## src/hw/rpc_pkg.sv

```systemverilog
// Purpose: Shared constants and types for the root pointer and context command registers
// Assumes: AHB-Lite slave, 32-bit data, one word per offset
// Notes: 64-bit registers occupy two words each (low word at the printed offset)
package rpc_pkg;
    // ------------------------------------------------------------
    // Register map
    // ------------------------------------------------------------
    localparam logic [7:0] RPC_OFS_ROOT_LO = 8'h20;
    localparam logic [7:0] RPC_OFS_ROOT_HI = 8'h24;
    localparam logic [7:0] RPC_OFS_CTX_LO = 8'h28;
    localparam logic [7:0] RPC_OFS_CTX_HI = 8'h2C;
    localparam logic [7:0] RPC_OFS_GCMD = 8'h30;
    localparam logic [7:0] RPC_OFS_GSTS = 8'h34;
    // ------------------------------------------------------------
    // Fields
    // ------------------------------------------------------------
    localparam int RPC_HAW = 48;
    localparam int RPC_BASE_LSB = 12;
    localparam int RPC_MODE_LSB = 10;
    localparam int RPC_GCMD_SET_ROOT_BIT = 30;
    localparam int RPC_GCMD_ENABLE_BIT = 31;
    localparam int RPC_GSTS_ENABLED_BIT = 31;
    localparam int RPC_GSTS_ROOT_BIT = 30;
    localparam int RPC_CTX_INV_BIT = 31;
    localparam int RPC_CTX_MODE_BIT = 0;
    localparam logic [1:0] RPC_MODE_RST = 2'h0;
    localparam logic [RPC_HAW-13:0] RPC_BASE_RST = '0;
    localparam logic [1:0] RPC_MODE_LEGACY = 2'h0;
    localparam logic [1:0] RPC_MODE_SCALABLE = 2'h1;
    localparam logic [1:0] RPC_MODE_RESERVED = 2'h2;
    localparam logic [1:0] RPC_MODE_ABORT = 2'h3;
    // ------------------------------------------------------------
    // Timing
    // ------------------------------------------------------------
    localparam int RPC_CLK_NS = 50;
    localparam int RPC_APPLY_NS = 100;
    localparam int RPC_APPLY_CYC = (RPC_APPLY_NS + RPC_CLK_NS - 1) / RPC_CLK_NS;
    localparam int RPC_INVAL_NS = 400;
    localparam int RPC_INVAL_CYC = (RPC_INVAL_NS + RPC_CLK_NS - 1) / RPC_CLK_NS;

    typedef enum logic [1:0] {RPC_IDLE, RPC_BUSY, RPC_DONE} rpc_seq_e;

    typedef struct packed {
        logic [RPC_HAW-13:0] base;
        logic [1:0] mode;
    } rpc_root_s;

    typedef struct packed {
        logic legacy;
        logic scalable;
        logic abort_dma;
        logic reserved;
    } rpc_mode_s;
endpackage : rpc_pkg

```

## src/hw/rpc_mode_dec.sv

```systemverilog
// Purpose: Decodes the active translation mode
// Assumes: Input is the active (applied) mode
// Notes: Registered outputs
`timescale 1ns/1ps
module rpc_mode_dec
    import rpc_pkg::*;
(
    input wire logic hclk,
    input wire logic hresetn,
    input wire logic [1:0] mode,
    output rpc_mode_s dec
);
    rpc_mode_s st_q;
    rpc_mode_s st_d;

    always_comb begin
        st_d = '0;
        case (mode)
            RPC_MODE_LEGACY: st_d.legacy = 1'b1;
            RPC_MODE_SCALABLE: st_d.scalable = 1'b1;
            RPC_MODE_ABORT: st_d.abort_dma = 1'b1;
            default: st_d.reserved = 1'b1;
        endcase
    end

    always_ff @(posedge hclk or negedge hresetn) begin
        if (!hresetn) begin
            st_q <= '{legacy: 1'b1, default: 1'b0};
        end else begin
            st_q <= st_d;
        end
    end

    assign dec = st_q;

    AST_RESERVED_ONLY_FOR_10: assert property (@(posedge hclk) disable iff (!hresetn)
        dec.reserved |-> $past(mode) == RPC_MODE_RESERVED)
        else $error("reserved decode without encoding 10");
    AST_ONE_HOT: assert property (@(posedge hclk) disable iff (!hresetn)
        $onehot(dec))
        else $error("mode decode not one-hot");
endmodule : rpc_mode_dec

```

## src/hw/rpc_timer.sv

```systemverilog
// Purpose: Busy sequencer for apply and invalidate operations
// Assumes: start is a one-cycle pulse while idle
// Notes: done is a one-cycle pulse
`timescale 1ns/1ps
module rpc_timer
    import rpc_pkg::*;
#(
    parameter int CYC = 2
) (
    input wire logic hclk,
    input wire logic hresetn,
    input wire logic start,
    output logic busy,
    output logic done
);
    typedef struct packed {
        rpc_seq_e seq;
        logic [7:0] cnt;
    } rpc_tmr_s;
    rpc_tmr_s st_q;
    rpc_tmr_s st_d;

    always_comb begin
        st_d = st_q;
        case (st_q.seq)
            RPC_IDLE: begin
                if (start) begin
                    st_d.seq = RPC_BUSY;
                    st_d.cnt = 8'(CYC - 1);
                end
            end
            RPC_BUSY: begin
                if (st_q.cnt == 8'h00) begin
                    st_d.seq = RPC_DONE;
                end else begin
                    st_d.cnt = st_q.cnt - 8'h01;
                end
            end
            default: st_d.seq = RPC_IDLE;
        endcase
    end

    always_ff @(posedge hclk or negedge hresetn) begin
        if (!hresetn) begin
            st_q <= '{seq: RPC_IDLE, cnt: 8'h00};
        end else begin
            st_q <= st_d;
        end
    end

    assign busy = (st_q.seq != RPC_IDLE);
    assign done = (st_q.seq == RPC_DONE);
endmodule : rpc_timer

```

## src/hw/rpc_regs.sv

```systemverilog
// Purpose: Root pointer and context-cache command registers on AHB-Lite
// Assumes: Single word transfers, zero wait state, OKAY always
// Notes: Staged root pointer is applied on the set-root-pointer command
// ------------------------------------------------------------
// ------------------------------------------------------------
//
// Design decision made here: the AHB-Lite interface to the registers.
`timescale 1ns/1ps
module rpc_regs
    import rpc_pkg::*;
(
    input wire logic hclk,
    input wire logic hresetn,
    input wire logic hsel,
    input wire logic [31:0] haddr,
    input wire logic [1:0] htrans,
    input wire logic hwrite,
    input wire logic [2:0] hsize,
    input wire logic [31:0] hwdata,
    input wire logic hready,
    output logic [31:0] hrdata,
    output logic hreadyout,
    output logic hresp,
    output logic [51:0] root_table_base,
    output logic [1:0] active_mode,
    output logic mode_scalable,
    output logic mode_abort,
    output logic ctx_inval_busy
);
    // ------------------------------------------------------------
    // State
    // ------------------------------------------------------------
    typedef struct packed {
        logic wr_pend;
        logic [7:0] wr_addr;
        rpc_root_s staged;
        rpc_root_s active;
        logic enabled;
        logic root_ok;
        logic inv_pend;
        logic ctx_mode;
        logic [31:0] rdata;
        logic [51:0] base_out;
        logic [1:0] mode_out;
    } rpc_st_s;
    rpc_st_s st_q;
    rpc_st_s st_d;

    logic apply_start;
    logic apply_busy;
    logic apply_done;
    logic inv_start;
    logic inv_done;
    rpc_mode_s dec;

    logic addr_ok;
    logic [7:0] rd_ofs;
    logic [31:0] rd_val;

    rpc_timer #(.CYC(RPC_APPLY_CYC)) u_apply (
        .hclk(hclk),
        .hresetn(hresetn),
        .start(apply_start),
        .busy(apply_busy),
        .done(apply_done)
    );

    // No cache sits behind this block; a fixed delay models the invalidation
    rpc_timer #(.CYC(RPC_INVAL_CYC)) u_inval (
        .hclk(hclk),
        .hresetn(hresetn),
        .start(inv_start),
        .busy(),
        .done(inv_done)
    );

    rpc_mode_dec u_dec (
        .hclk(hclk),
        .hresetn(hresetn),
        .mode(st_q.active.mode),
        .dec(dec)
    );

    // ------------------------------------------------------------
    // Bus decode
    // ------------------------------------------------------------
    // Reads are captured in the address phase, so a read straight after a
    // write to the same word returns the value from before that write
    assign addr_ok = hsel && hready && htrans[1];
    assign rd_ofs = haddr[7:0];

    always_comb begin
        rd_val = 32'h0000_0000;
        case (rd_ofs)
            // Reserved bits 9:0 read zero
            RPC_OFS_ROOT_LO: begin
                rd_val = {st_q.staged.base[19:0], st_q.staged.mode, 10'h000};
            end
            // Bits above the host address width read zero
            RPC_OFS_ROOT_HI: begin
                rd_val = {{(64 - RPC_HAW){1'b0}}, st_q.staged.base[RPC_HAW-13:20]};
            end
            RPC_OFS_CTX_LO: rd_val = 32'h0000_0000;
            RPC_OFS_CTX_HI: rd_val = {st_q.inv_pend, 31'h0000_0000};
            RPC_OFS_GCMD: rd_val = 32'h0000_0000;
            RPC_OFS_GSTS: rd_val = {st_q.enabled, st_q.root_ok, 30'h0000_0000};
            default: rd_val = 32'h0000_0000;
        endcase
    end

    // ------------------------------------------------------------
    // Register update
    // ------------------------------------------------------------
    always_comb begin
        st_d = st_q;
        apply_start = 1'b0;
        inv_start = 1'b0;
        st_d.wr_pend = addr_ok && hwrite;
        if (addr_ok) begin
            st_d.wr_addr = rd_ofs;
        end
        if (addr_ok && !hwrite) begin
            st_d.rdata = rd_val;
        end
        // Write data phase
        if (st_q.wr_pend) begin
            case (st_q.wr_addr)
                RPC_OFS_ROOT_LO: begin
                    st_d.staged.base[19:0] = hwdata[31:12];
                    st_d.staged.mode = hwdata[11:10];
                end
                RPC_OFS_ROOT_HI: begin
                    st_d.staged.base[RPC_HAW-13:20] = hwdata[RPC_HAW-33:0];
                end
                // Stored but never read back (reads zero); it steers nothing here
                RPC_OFS_CTX_LO: st_d.ctx_mode = hwdata[RPC_CTX_MODE_BIT];
                // Top byte lives in this word; a set bit while pending is ignored
                RPC_OFS_CTX_HI: begin
                    if (hwdata[RPC_CTX_INV_BIT] && !st_q.inv_pend) begin
                        st_d.inv_pend = 1'b1;
                        inv_start = 1'b1;
                    end
                end
                RPC_OFS_GCMD: begin
                    st_d.enabled = hwdata[RPC_GCMD_ENABLE_BIT];
                    // A second set-root-pointer during a copy is dropped, not queued
                    if (hwdata[RPC_GCMD_SET_ROOT_BIT] && !apply_busy) begin
                        st_d.root_ok = 1'b0;
                        apply_start = 1'b1;
                    end
                end
                default: begin
                end
            endcase
        end
        if (apply_done) begin
            st_d.active = st_q.staged;
            st_d.root_ok = 1'b1;
        end
        // A clear cannot meet a set: new requests are refused while pending
        if (inv_done) begin
            st_d.inv_pend = 1'b0;
        end
        st_d.base_out = {{(64 - RPC_HAW){1'b0}}, st_q.active.base};
        st_d.mode_out = st_q.active.mode;
    end

    always_ff @(posedge hclk or negedge hresetn) begin
        if (!hresetn) begin
            st_q <= '0;
            st_q.staged <= '{base: RPC_BASE_RST, mode: RPC_MODE_RST};
            st_q.active <= '{base: RPC_BASE_RST, mode: RPC_MODE_RST};
        end else begin
            st_q <= st_d;
        end
    end

    // ------------------------------------------------------------
    // Outputs
    // ------------------------------------------------------------
    assign hrdata = st_q.rdata;
    // Zero wait state: the slave never stretches a transfer
    assign hreadyout = 1'b1;
    assign hresp = 1'b0;
    assign root_table_base = st_q.base_out;
    assign active_mode = st_q.mode_out;
    assign mode_scalable = dec.scalable;
    assign mode_abort = dec.abort_dma;
    assign ctx_inval_busy = st_q.inv_pend;

    // ------------------------------------------------------------
    // Checks: bus reads
    // ------------------------------------------------------------
    // Read data is compared with the state seen in the address phase
    AST_LOW_ZERO: assert property (@(posedge hclk) disable iff (!hresetn)
        addr_ok && !hwrite && rd_ofs == RPC_OFS_ROOT_LO |=> hrdata[9:0] == 10'h000)
        else $error("reserved root bits not zero");
    AST_ROOT_HI_RD: assert property (@(posedge hclk) disable iff (!hresetn)
        addr_ok && !hwrite && rd_ofs == RPC_OFS_ROOT_HI |=> hrdata[31:RPC_HAW-32] == '0)
        else $error("root bits above host width read non-zero");
    AST_ENABLED_RD: assert property (@(posedge hclk) disable iff (!hresetn)
        addr_ok && !hwrite && rd_ofs == RPC_OFS_GSTS |=>
        hrdata[RPC_GSTS_ENABLED_BIT] == $past(st_q.enabled))
        else $error("enabled status read wrong");
    AST_GSTS_ROOT_RD: assert property (@(posedge hclk) disable iff (!hresetn)
        addr_ok && !hwrite && rd_ofs == RPC_OFS_GSTS |=>
        hrdata[RPC_GSTS_ROOT_BIT] == $past(st_q.root_ok))
        else $error("root status read wrong");

    // ------------------------------------------------------------
    // Checks: root pointer
    // ------------------------------------------------------------
    // Apply lasts the timer count plus one done cycle
    AST_STAGED_NOT_ACTIVE: assert property (@(posedge hclk) disable iff (!hresetn)
        !apply_done |=> st_q.active == $past(st_q.active))
        else $error("active pointer changed without apply");
    AST_APPLY_COPIES: assert property (@(posedge hclk) disable iff (!hresetn)
        apply_done |=> st_q.active == $past(st_q.staged))
        else $error("apply did not copy staged pointer");
    AST_BASE_STAGED: assert property (@(posedge hclk) disable iff (!hresetn)
        st_q.wr_pend && st_q.wr_addr == RPC_OFS_ROOT_LO |=>
        st_q.staged.base[19:0] == $past(hwdata[31:RPC_BASE_LSB]))
        else $error("low root base not staged");
    AST_MODE_STAGED: assert property (@(posedge hclk) disable iff (!hresetn)
        st_q.wr_pend && st_q.wr_addr == RPC_OFS_ROOT_LO |=>
        st_q.staged.mode == $past(hwdata[RPC_MODE_LSB+1:RPC_MODE_LSB]))
        else $error("mode not staged");
    AST_HI_WRITE: assert property (@(posedge hclk) disable iff (!hresetn)
        st_q.wr_pend && st_q.wr_addr == RPC_OFS_ROOT_HI |=>
        st_q.staged.base[RPC_HAW-13:20] == $past(hwdata[RPC_HAW-33:0]))
        else $error("high root base not staged");
    AST_HI_KEEPS_MODE: assert property (@(posedge hclk) disable iff (!hresetn)
        st_q.wr_pend && st_q.wr_addr == RPC_OFS_ROOT_HI |=> $stable(st_q.staged.mode))
        else $error("high word write changed mode");
    AST_GCMD_NO_STAGE: assert property (@(posedge hclk) disable iff (!hresetn)
        st_q.wr_pend && st_q.wr_addr == RPC_OFS_GCMD |=> $stable(st_q.staged))
        else $error("command write changed staged pointer");
    AST_MODE_OUT: assert property (@(posedge hclk) disable iff (!hresetn)
        ##1 active_mode == $past(st_q.active.mode))
        else $error("active mode port wrong");
    AST_BASE_FOLLOWS: assert property (@(posedge hclk) disable iff (!hresetn)
        ##1 root_table_base[RPC_HAW-13:0] == $past(st_q.active.base))
        else $error("root base port wrong");
    AST_BASE_OUT: assert property (@(posedge hclk) disable iff (!hresetn)
        ##1 root_table_base[51:RPC_HAW-12] == '0)
        else $error("bits above host width driven");
    AST_SCALABLE_DEC: assert property (@(posedge hclk) disable iff (!hresetn)
        ##1 mode_scalable == ($past(st_q.active.mode) == RPC_MODE_SCALABLE))
        else $error("scalable decode wrong");
    AST_ABORT_DEC: assert property (@(posedge hclk) disable iff (!hresetn)
        ##1 mode_abort == ($past(st_q.active.mode) == RPC_MODE_ABORT))
        else $error("abort decode wrong");
    AST_ROOT_CLEAR: assert property (@(posedge hclk) disable iff (!hresetn)
        apply_start |=> !st_q.root_ok ##[1:8] st_q.root_ok)
        else $error("root status sequence wrong");
    AST_ROOT_OK_RISE: assert property (@(posedge hclk) disable iff (!hresetn)
        $rose(st_q.root_ok) |-> $past(apply_done))
        else $error("root status set without apply");
    AST_ROOT_OK_FALL: assert property (@(posedge hclk) disable iff (!hresetn)
        $fell(st_q.root_ok) |-> $past(apply_start))
        else $error("root status cleared without command");
    AST_ENABLED_HOLD: assert property (@(posedge hclk) disable iff (!hresetn)
        !(st_q.wr_pend && st_q.wr_addr == RPC_OFS_GCMD) |=> $stable(st_q.enabled))
        else $error("enabled status changed without command");
    AST_RESET_LEGACY: assert property (@(posedge hclk)
        !hresetn |=> active_mode == RPC_MODE_LEGACY || !hresetn)
        else $error("reset mode not legacy");
    AST_RESET_BASE: assert property (@(posedge hclk)
        !hresetn |=> root_table_base == '0 || !hresetn)
        else $error("reset base not zero");

    // ------------------------------------------------------------
    // Checks: invalidation
    // ------------------------------------------------------------
    // Nine busy cycles: the timer spends one extra cycle in its done state
    AST_INV_START: assert property (@(posedge hclk) disable iff (!hresetn)
        inv_start |=> st_q.inv_pend)
        else $error("invalidate bit not set");
    AST_INV_RISE: assert property (@(posedge hclk) disable iff (!hresetn)
        $rose(st_q.inv_pend) |-> $past(inv_start))
        else $error("invalidate bit set without request");
    AST_INV_DONE: assert property (@(posedge hclk) disable iff (!hresetn)
        inv_start |=> st_q.inv_pend [*8] ##1 st_q.inv_pend ##1 !st_q.inv_pend)
        else $error("invalidate did not finish on time");
    AST_INV_FALL: assert property (@(posedge hclk) disable iff (!hresetn)
        $fell(st_q.inv_pend) |-> $past(inv_done))
        else $error("invalidate bit cleared early");
    AST_INV_RD: assert property (@(posedge hclk) disable iff (!hresetn)
        addr_ok && !hwrite && rd_ofs == RPC_OFS_CTX_HI |=>
        hrdata[RPC_CTX_INV_BIT] == $past(st_q.inv_pend))
        else $error("invalidate bit read wrong");

    COV_APPLY: cover property (@(posedge hclk) disable iff (!hresetn) apply_done);
    COV_INVAL: cover property (@(posedge hclk) disable iff (!hresetn) inv_done);
    COV_ABORT: cover property (@(posedge hclk) disable iff (!hresetn) mode_abort);
    COV_SCALABLE: cover property (@(posedge hclk) disable iff (!hresetn) mode_scalable);
    COV_RESERVED: cover property (@(posedge hclk) disable iff (!hresetn) dec.reserved);
endmodule : rpc_regs

```

## config.mk

```make
export PLATFORM = sky130hd
export DESIGN_NAME = rpc_regs
export DESIGN_NICKNAME = d
export VERILOG_FILES = /design/src/hw/rpc_pkg.sv /design/src/hw/rpc_mode_dec.sv /design/src/hw/rpc_timer.sv /design/src/hw/rpc_regs.sv
export SDC_FILE = /design/constraint.sdc
export NUM_CORES = 1
export LEC_CHECK = 0
export ABC_AREA = 1
export BUFFER_PORTS_ARGS = -buffer_cell sky130_fd_sc_hd__buf_4
export CAP_MARGIN = 20
export CORE_AREA = 2 2 154 126
export CTS_CLUSTER_DIAMETER = 100
export DETAILED_ROUTE_END_ITERATION = 16
export DIE_AREA = 0 0 156 128
export PLACE_DENSITY_LB_ADDON = 0.08
export SETUP_SLACK_MARGIN = 0.02
export SKIP_LAST_GASP = 1
export SYNTH_ARGS = -nofsm -noshare
export SYNTH_HDL_FRONTEND = slang
export SYNTH_HIERARCHICAL = 1
export SYNTH_SLANG_ARGS = --single-unit
```

## constraint.sdc

```tcl
create_clock -name hclk -period 2.18 [get_ports hclk]
set_clock_uncertainty 0.1 [all_clocks]
set_input_delay 0.327 -clock hclk [delete_from_list [all_inputs] [get_ports hclk]]
set_output_delay 0.327 -clock hclk [all_outputs]
set_load 0.1 [all_outputs]
```

Yosys cells after proc, flatten, opt, wreduce, memory -nomap -nowiden
Cells that the tools add are included.

operators by class
  add/sub/neg operators = 2
  equality and inequality tests = 21
  multiplexer cells = 27
  reductions and logical operators = 32

operators by type and width
  operator             number
  $pmux 32 s4          1
  $eq 8x6->1 const B   9
  $pmux 8 s2           2
  $mux 10              2
  $reduce_bool 2->1    9
  $logic_not 8->1      2
  $mux 8               2
  $sub 8x1->8 const B  2
  $mux 1               15
  $reduce_and 2->1     6
  $reduce_and 3->1     4
  $ne 2x2->1 const B   4
  $pmux 2 s2           2
  $eq 2x1->1 const B   3
  $eq 2x2->1 const B   3
  $logic_and 1x1->1    6
  $logic_not 2->1      2
  $mux 2               2
  $ne 2x1->1 const B   2
  $logic_not 1->1      3
  $mux 3               1

storage, ports and cells
  bits in registers = 181
  word-level logic and storage cells = 102

Depth between registers and ports, before layout
  depth in word-level cells = 8
  mapped depth = 9
  mapped depth without buffers = 9

Modules after synthesis
The synthesis kept the hierarchy.

by module, submodules not included
  module                instances  cells each  area each (um2)  seq. area each (um2)
  rpc_regs              1          654         6681.4           3953.8
  rpc_timer at u_apply  1          87          718.2            250.2
  rpc_timer at u_inval  1          85          675.6            250.2
  rpc_mode_dec          1          11          127.6            101.3

Worst setup path before layout
No wires, ideal clock.

  path kind = flip-flop to flip-flop
  from = register st_q (netlist bit ctx_inval_busy)
  to = register u_inval/st_q[1] in the netlist's numbering
  library setup time = 0.074 ns
  arrival time = 1.570 ns
  slack = 0.436 ns
  stages on the path, launching flop included = 8
  clock period less this slack = 1.744 ns
  path through = dfrtp_1 -> nor2_1 -> nand4_1 -> nor2_1 -> nand2_4 -> nand2_8 -> nand2_1 -> o21ai_2

on the way
  longest elaborated chain between the ends = 7

RTL lines
  element                     line             source
  start: declaration          rpc_regs.sv:46   rpc_st_s st_q;
  start signal: assignment    rpc_regs.sv:174  st_q <= st_d;
  $logic_not 1->1             rpc_regs.sv:139  if (hwdata[RPC_CTX_INV_BIT] && !st_q.inv_pend) begin
  $logic_and 1x1->1           rpc_regs.sv:139
  $mux 1                      rpc_regs.sv:139
  $mux 1                      rpc_regs.sv:127  case (st_q.wr_addr)
  $mux 1                      rpc_regs.sv:126  if (st_q.wr_pend) begin
  net inv_start               rpc_regs.sv:52   logic inv_start;
  $ne 2x2->1 (no line)        --
  $reduce_and 3->1 (no line)  --
  end signal: assignment      rpc_timer.sv:45  st_q <= '{seq: RPC_IDLE, cnt: 8'h00};
  end signal: assignment      rpc_timer.sv:47  st_q <= st_d;
  end: declaration            rpc_timer.sv:20  rpc_tmr_s st_q;

The timed path passes the listed nets, and every way through them passes these cells.
A chain may end at the register's enable or synchronous reset.

Worst setup path after layout
  from = register st_q[173] in the netlist's numbering
  to = register u_inval/st_q[1] in the netlist's numbering

on the way
  longest elaborated chain between the ends = 5

RTL lines
  element                     line
  $eq 8x6->1                  rpc_regs.sv:127
  $mux 1                      rpc_regs.sv:127
  $mux 1                      rpc_regs.sv:126
  net inv_start               rpc_regs.sv:52
  $ne 2x2->1 (no line)        --
  $reduce_and 3->1 (no line)  --

The timed path passes the listed nets, and every way through them passes these cells.

==> metrics.txt <==
post-route minimum period 1620 ps; cell at the root of the clock tree sky130_fd_sc_hd__clkbuf_16; initial antenna violation count 0; final count of hold timing violations 0; detailed placer's ending HPWL 10,660 um; Setup Crit Path Kind reg -> reg; ANT cells 0; width of the chip 156 um; height of the chip 128 um; synthesized area divided by synthesized cell count 9.791 um^2; CTS clk-pin slew, worst paths 70 ps; share of the clock period used by the worst path 0.7432; MaxCap Viol Count 0; Placer Congestion 0.8470; combined area of all synthesized cells 8137 um^2; number of cells on the worst reg-to-reg path 9; worst-path fanout max 8; number of nets with antenna violations after routing 0; die footprint 19,970 um^2; DRC violation total after the first TritonRoute iteration 296; wire per inst 13.47 um; worst reg2reg startpoint st_q[173]; number of standard cells in the final layout excluding fillers 1,134; total clock sinks 180; nature of the critical path endpoint flop; cell count after synthesis 831; CTS tree done; total of fill cells in the finished design 1,746; reg-to-reg critical path endpoint u_inval/st_q[1]; maximum clock frequency 617.3 MHz; sum of negative setup slack 0 ps; Least-Margin Pin Slew 718.2 ps; maximum level of the CTS H-tree 4; utilization of the core after routing 0.5027; number of buffers on the longest clock path 2; grt ovf 0; vias after detailed routing 5,179; max-slew violation count 0; DP Cell Count 1,100; flop2flop setup slack 560 ps; site row count 45; leakage power figure 0.004849 uW; aggregate routed wire length 15,270 um; initial core utilization 0.4392; Startpoint Class flop; Global Route Usage Sum 0.1627; required time of the critical path 2430 ps; Core Region 18,520 um^2; capture point of the critical path u_inval/st_q[1]; number of clock buffers inserted by TritonCTS 17; first element of the critical path st_q[173]; I/O pin count 165; drt via density 4.567; total iterations of the first detailed-routing run 4; share of final-layout standard cells stronger than drive strength 1 0.3126; wire length of the first global-routing pass 25,000 um; via count of the first global-routing pass 4,985; relative area change from synthesis to final layout 14.44%; largest net degree at the start of global routing 69; clock latency of the later-clocked register in the worst-skew pair 420 ps; Port Buf Inserts 118; worst hold-check path type in -> reg; maximum vdd ir drop 0.4873 mV; power per cell area 848.2 nW/um^2; net total in the final layout 964; data arrival time of the worst path 1870 ps; buffer count from post-CTS setup fixing 0; DRC violation count after routing 0; setup-violating endpoint count in the final report 0; unrepaired setup endpoints after global routing no; number of warnings issued by yosys 6; relative slew slack 0.5205; run status complete, no violations
critical path, stage by stage, from the launching register on:
cell                      delay (ps)
sky130_fd_sc_hd__dfrtp_1         380
sky130_fd_sc_hd__nor2_1          100
sky130_fd_sc_hd__nand2_1         120
sky130_fd_sc_hd__nor2_4          170
sky130_fd_sc_hd__nand2_1          70
sky130_fd_sc_hd__nor2_1          220
sky130_fd_sc_hd__nand2_4         150
sky130_fd_sc_hd__nand2_8         130
sky130_fd_sc_hd__nand2_1          60
sky130_fd_sc_hd__o21ai_2          50
flip-flops by register name, indices dropped and copies added (netlist names):
name,flops
u_inval/st_q,10
u_dec/dec,2
st_q,49
hrdata,32
u_apply/st_q,10
ctx_inval_busy,1
st_d,38
root_table_base,36
active_mode,2
report_power, final:
part,internal [uW],switching (uW)
Combinational,293,825
Clock,1710,1370
Sequential,3560,139
cells in the final DEF, fill, tap and decap left out, types with 5 or more instances in the layout:
cell,instances
sky130_fd_sc_hd__inv_1,88
sky130_fd_sc_hd__nand2_2,29
sky130_fd_sc_hd__conb_1,18
sky130_fd_sc_hd__o21ai_2,41
sky130_fd_sc_hd__o21ai_1,27
sky130_fd_sc_hd__nand4_1,9
sky130_fd_sc_hd__nor2_1,38
sky130_fd_sc_hd__o21ai_0,39
sky130_fd_sc_hd__nand2_4,5
sky130_fd_sc_hd__nand2_1,179
sky130_fd_sc_hd__nand3_1,28
sky130_fd_sc_hd__dfrtp_1,180
sky130_fd_sc_hd__inv_2,14
sky130_fd_sc_hd__nor2_2,8
sky130_fd_sc_hd__buf_4,124
sky130_fd_sc_hd__nor2_4,10
sky130_fd_sc_hd__clkbuf_16,17
final cells by class:
type	instances	area, um^2	share of cell area
Multi-Input combinational cell	455	2492	0.2677
Inverter	102	382.9	0.04112
Tap cell	235	294.0	0.03158
Sequential cell	180	4504	0.4837
Timing Repair Buffer	130	1032	0.1109
Clock inverter	12	138.9	0.01492
Clock buffer	20	466.7	0.05012
metrics by stage:
step	hold slack [ps]	power (uW)	instance area, um^2	worst slack [ps]
detailed placement	254.1	4895	8676	347.1
global route	22.39	8257	9311	386.0
finish	35.85	7898	9311	559.9
floorplan	-68.59	4664	8197	440.2
CTS	20.19	7997	9291	334.7
global placement	242.9	4875	8676	400.8
worst min path at each step:
| stage | cells after the start | slack (ps) | startpoint | endpoint |
|---|---|---|---|---|
| after floorplan | 0 | -70 | hresetn | active_mode[0] |
| after global placement | 1 | 240 | hresetn | u_inval/st_q[0] |
| after detailed placement | 1 | 250 | hresetn | u_inval/st_q[1] |
| after CTS | 3 | 20 | hwrite | st_q[174] |
| after global routing | 3 | 20 | hwrite | st_q[174] |
| final | 3 | 40 | hwrite | st_q[174] |
layer usage:
metal,GRT usage,part of all wire,vias to the layer above
li1,-,-,2581
met1,0.2296,0.48,2460
met2,0.2467,0.45,125
met3,0.04598,0.056,13
met4,0.04695,0.011,0
met5,0,0,-
what timing repair did:
action	4_1_cts	5_1_grt
gates resized for setup	0	0
hold endpoints to repair	52	0
hold buffers	1	0
(Power assumes the default switching activity.)
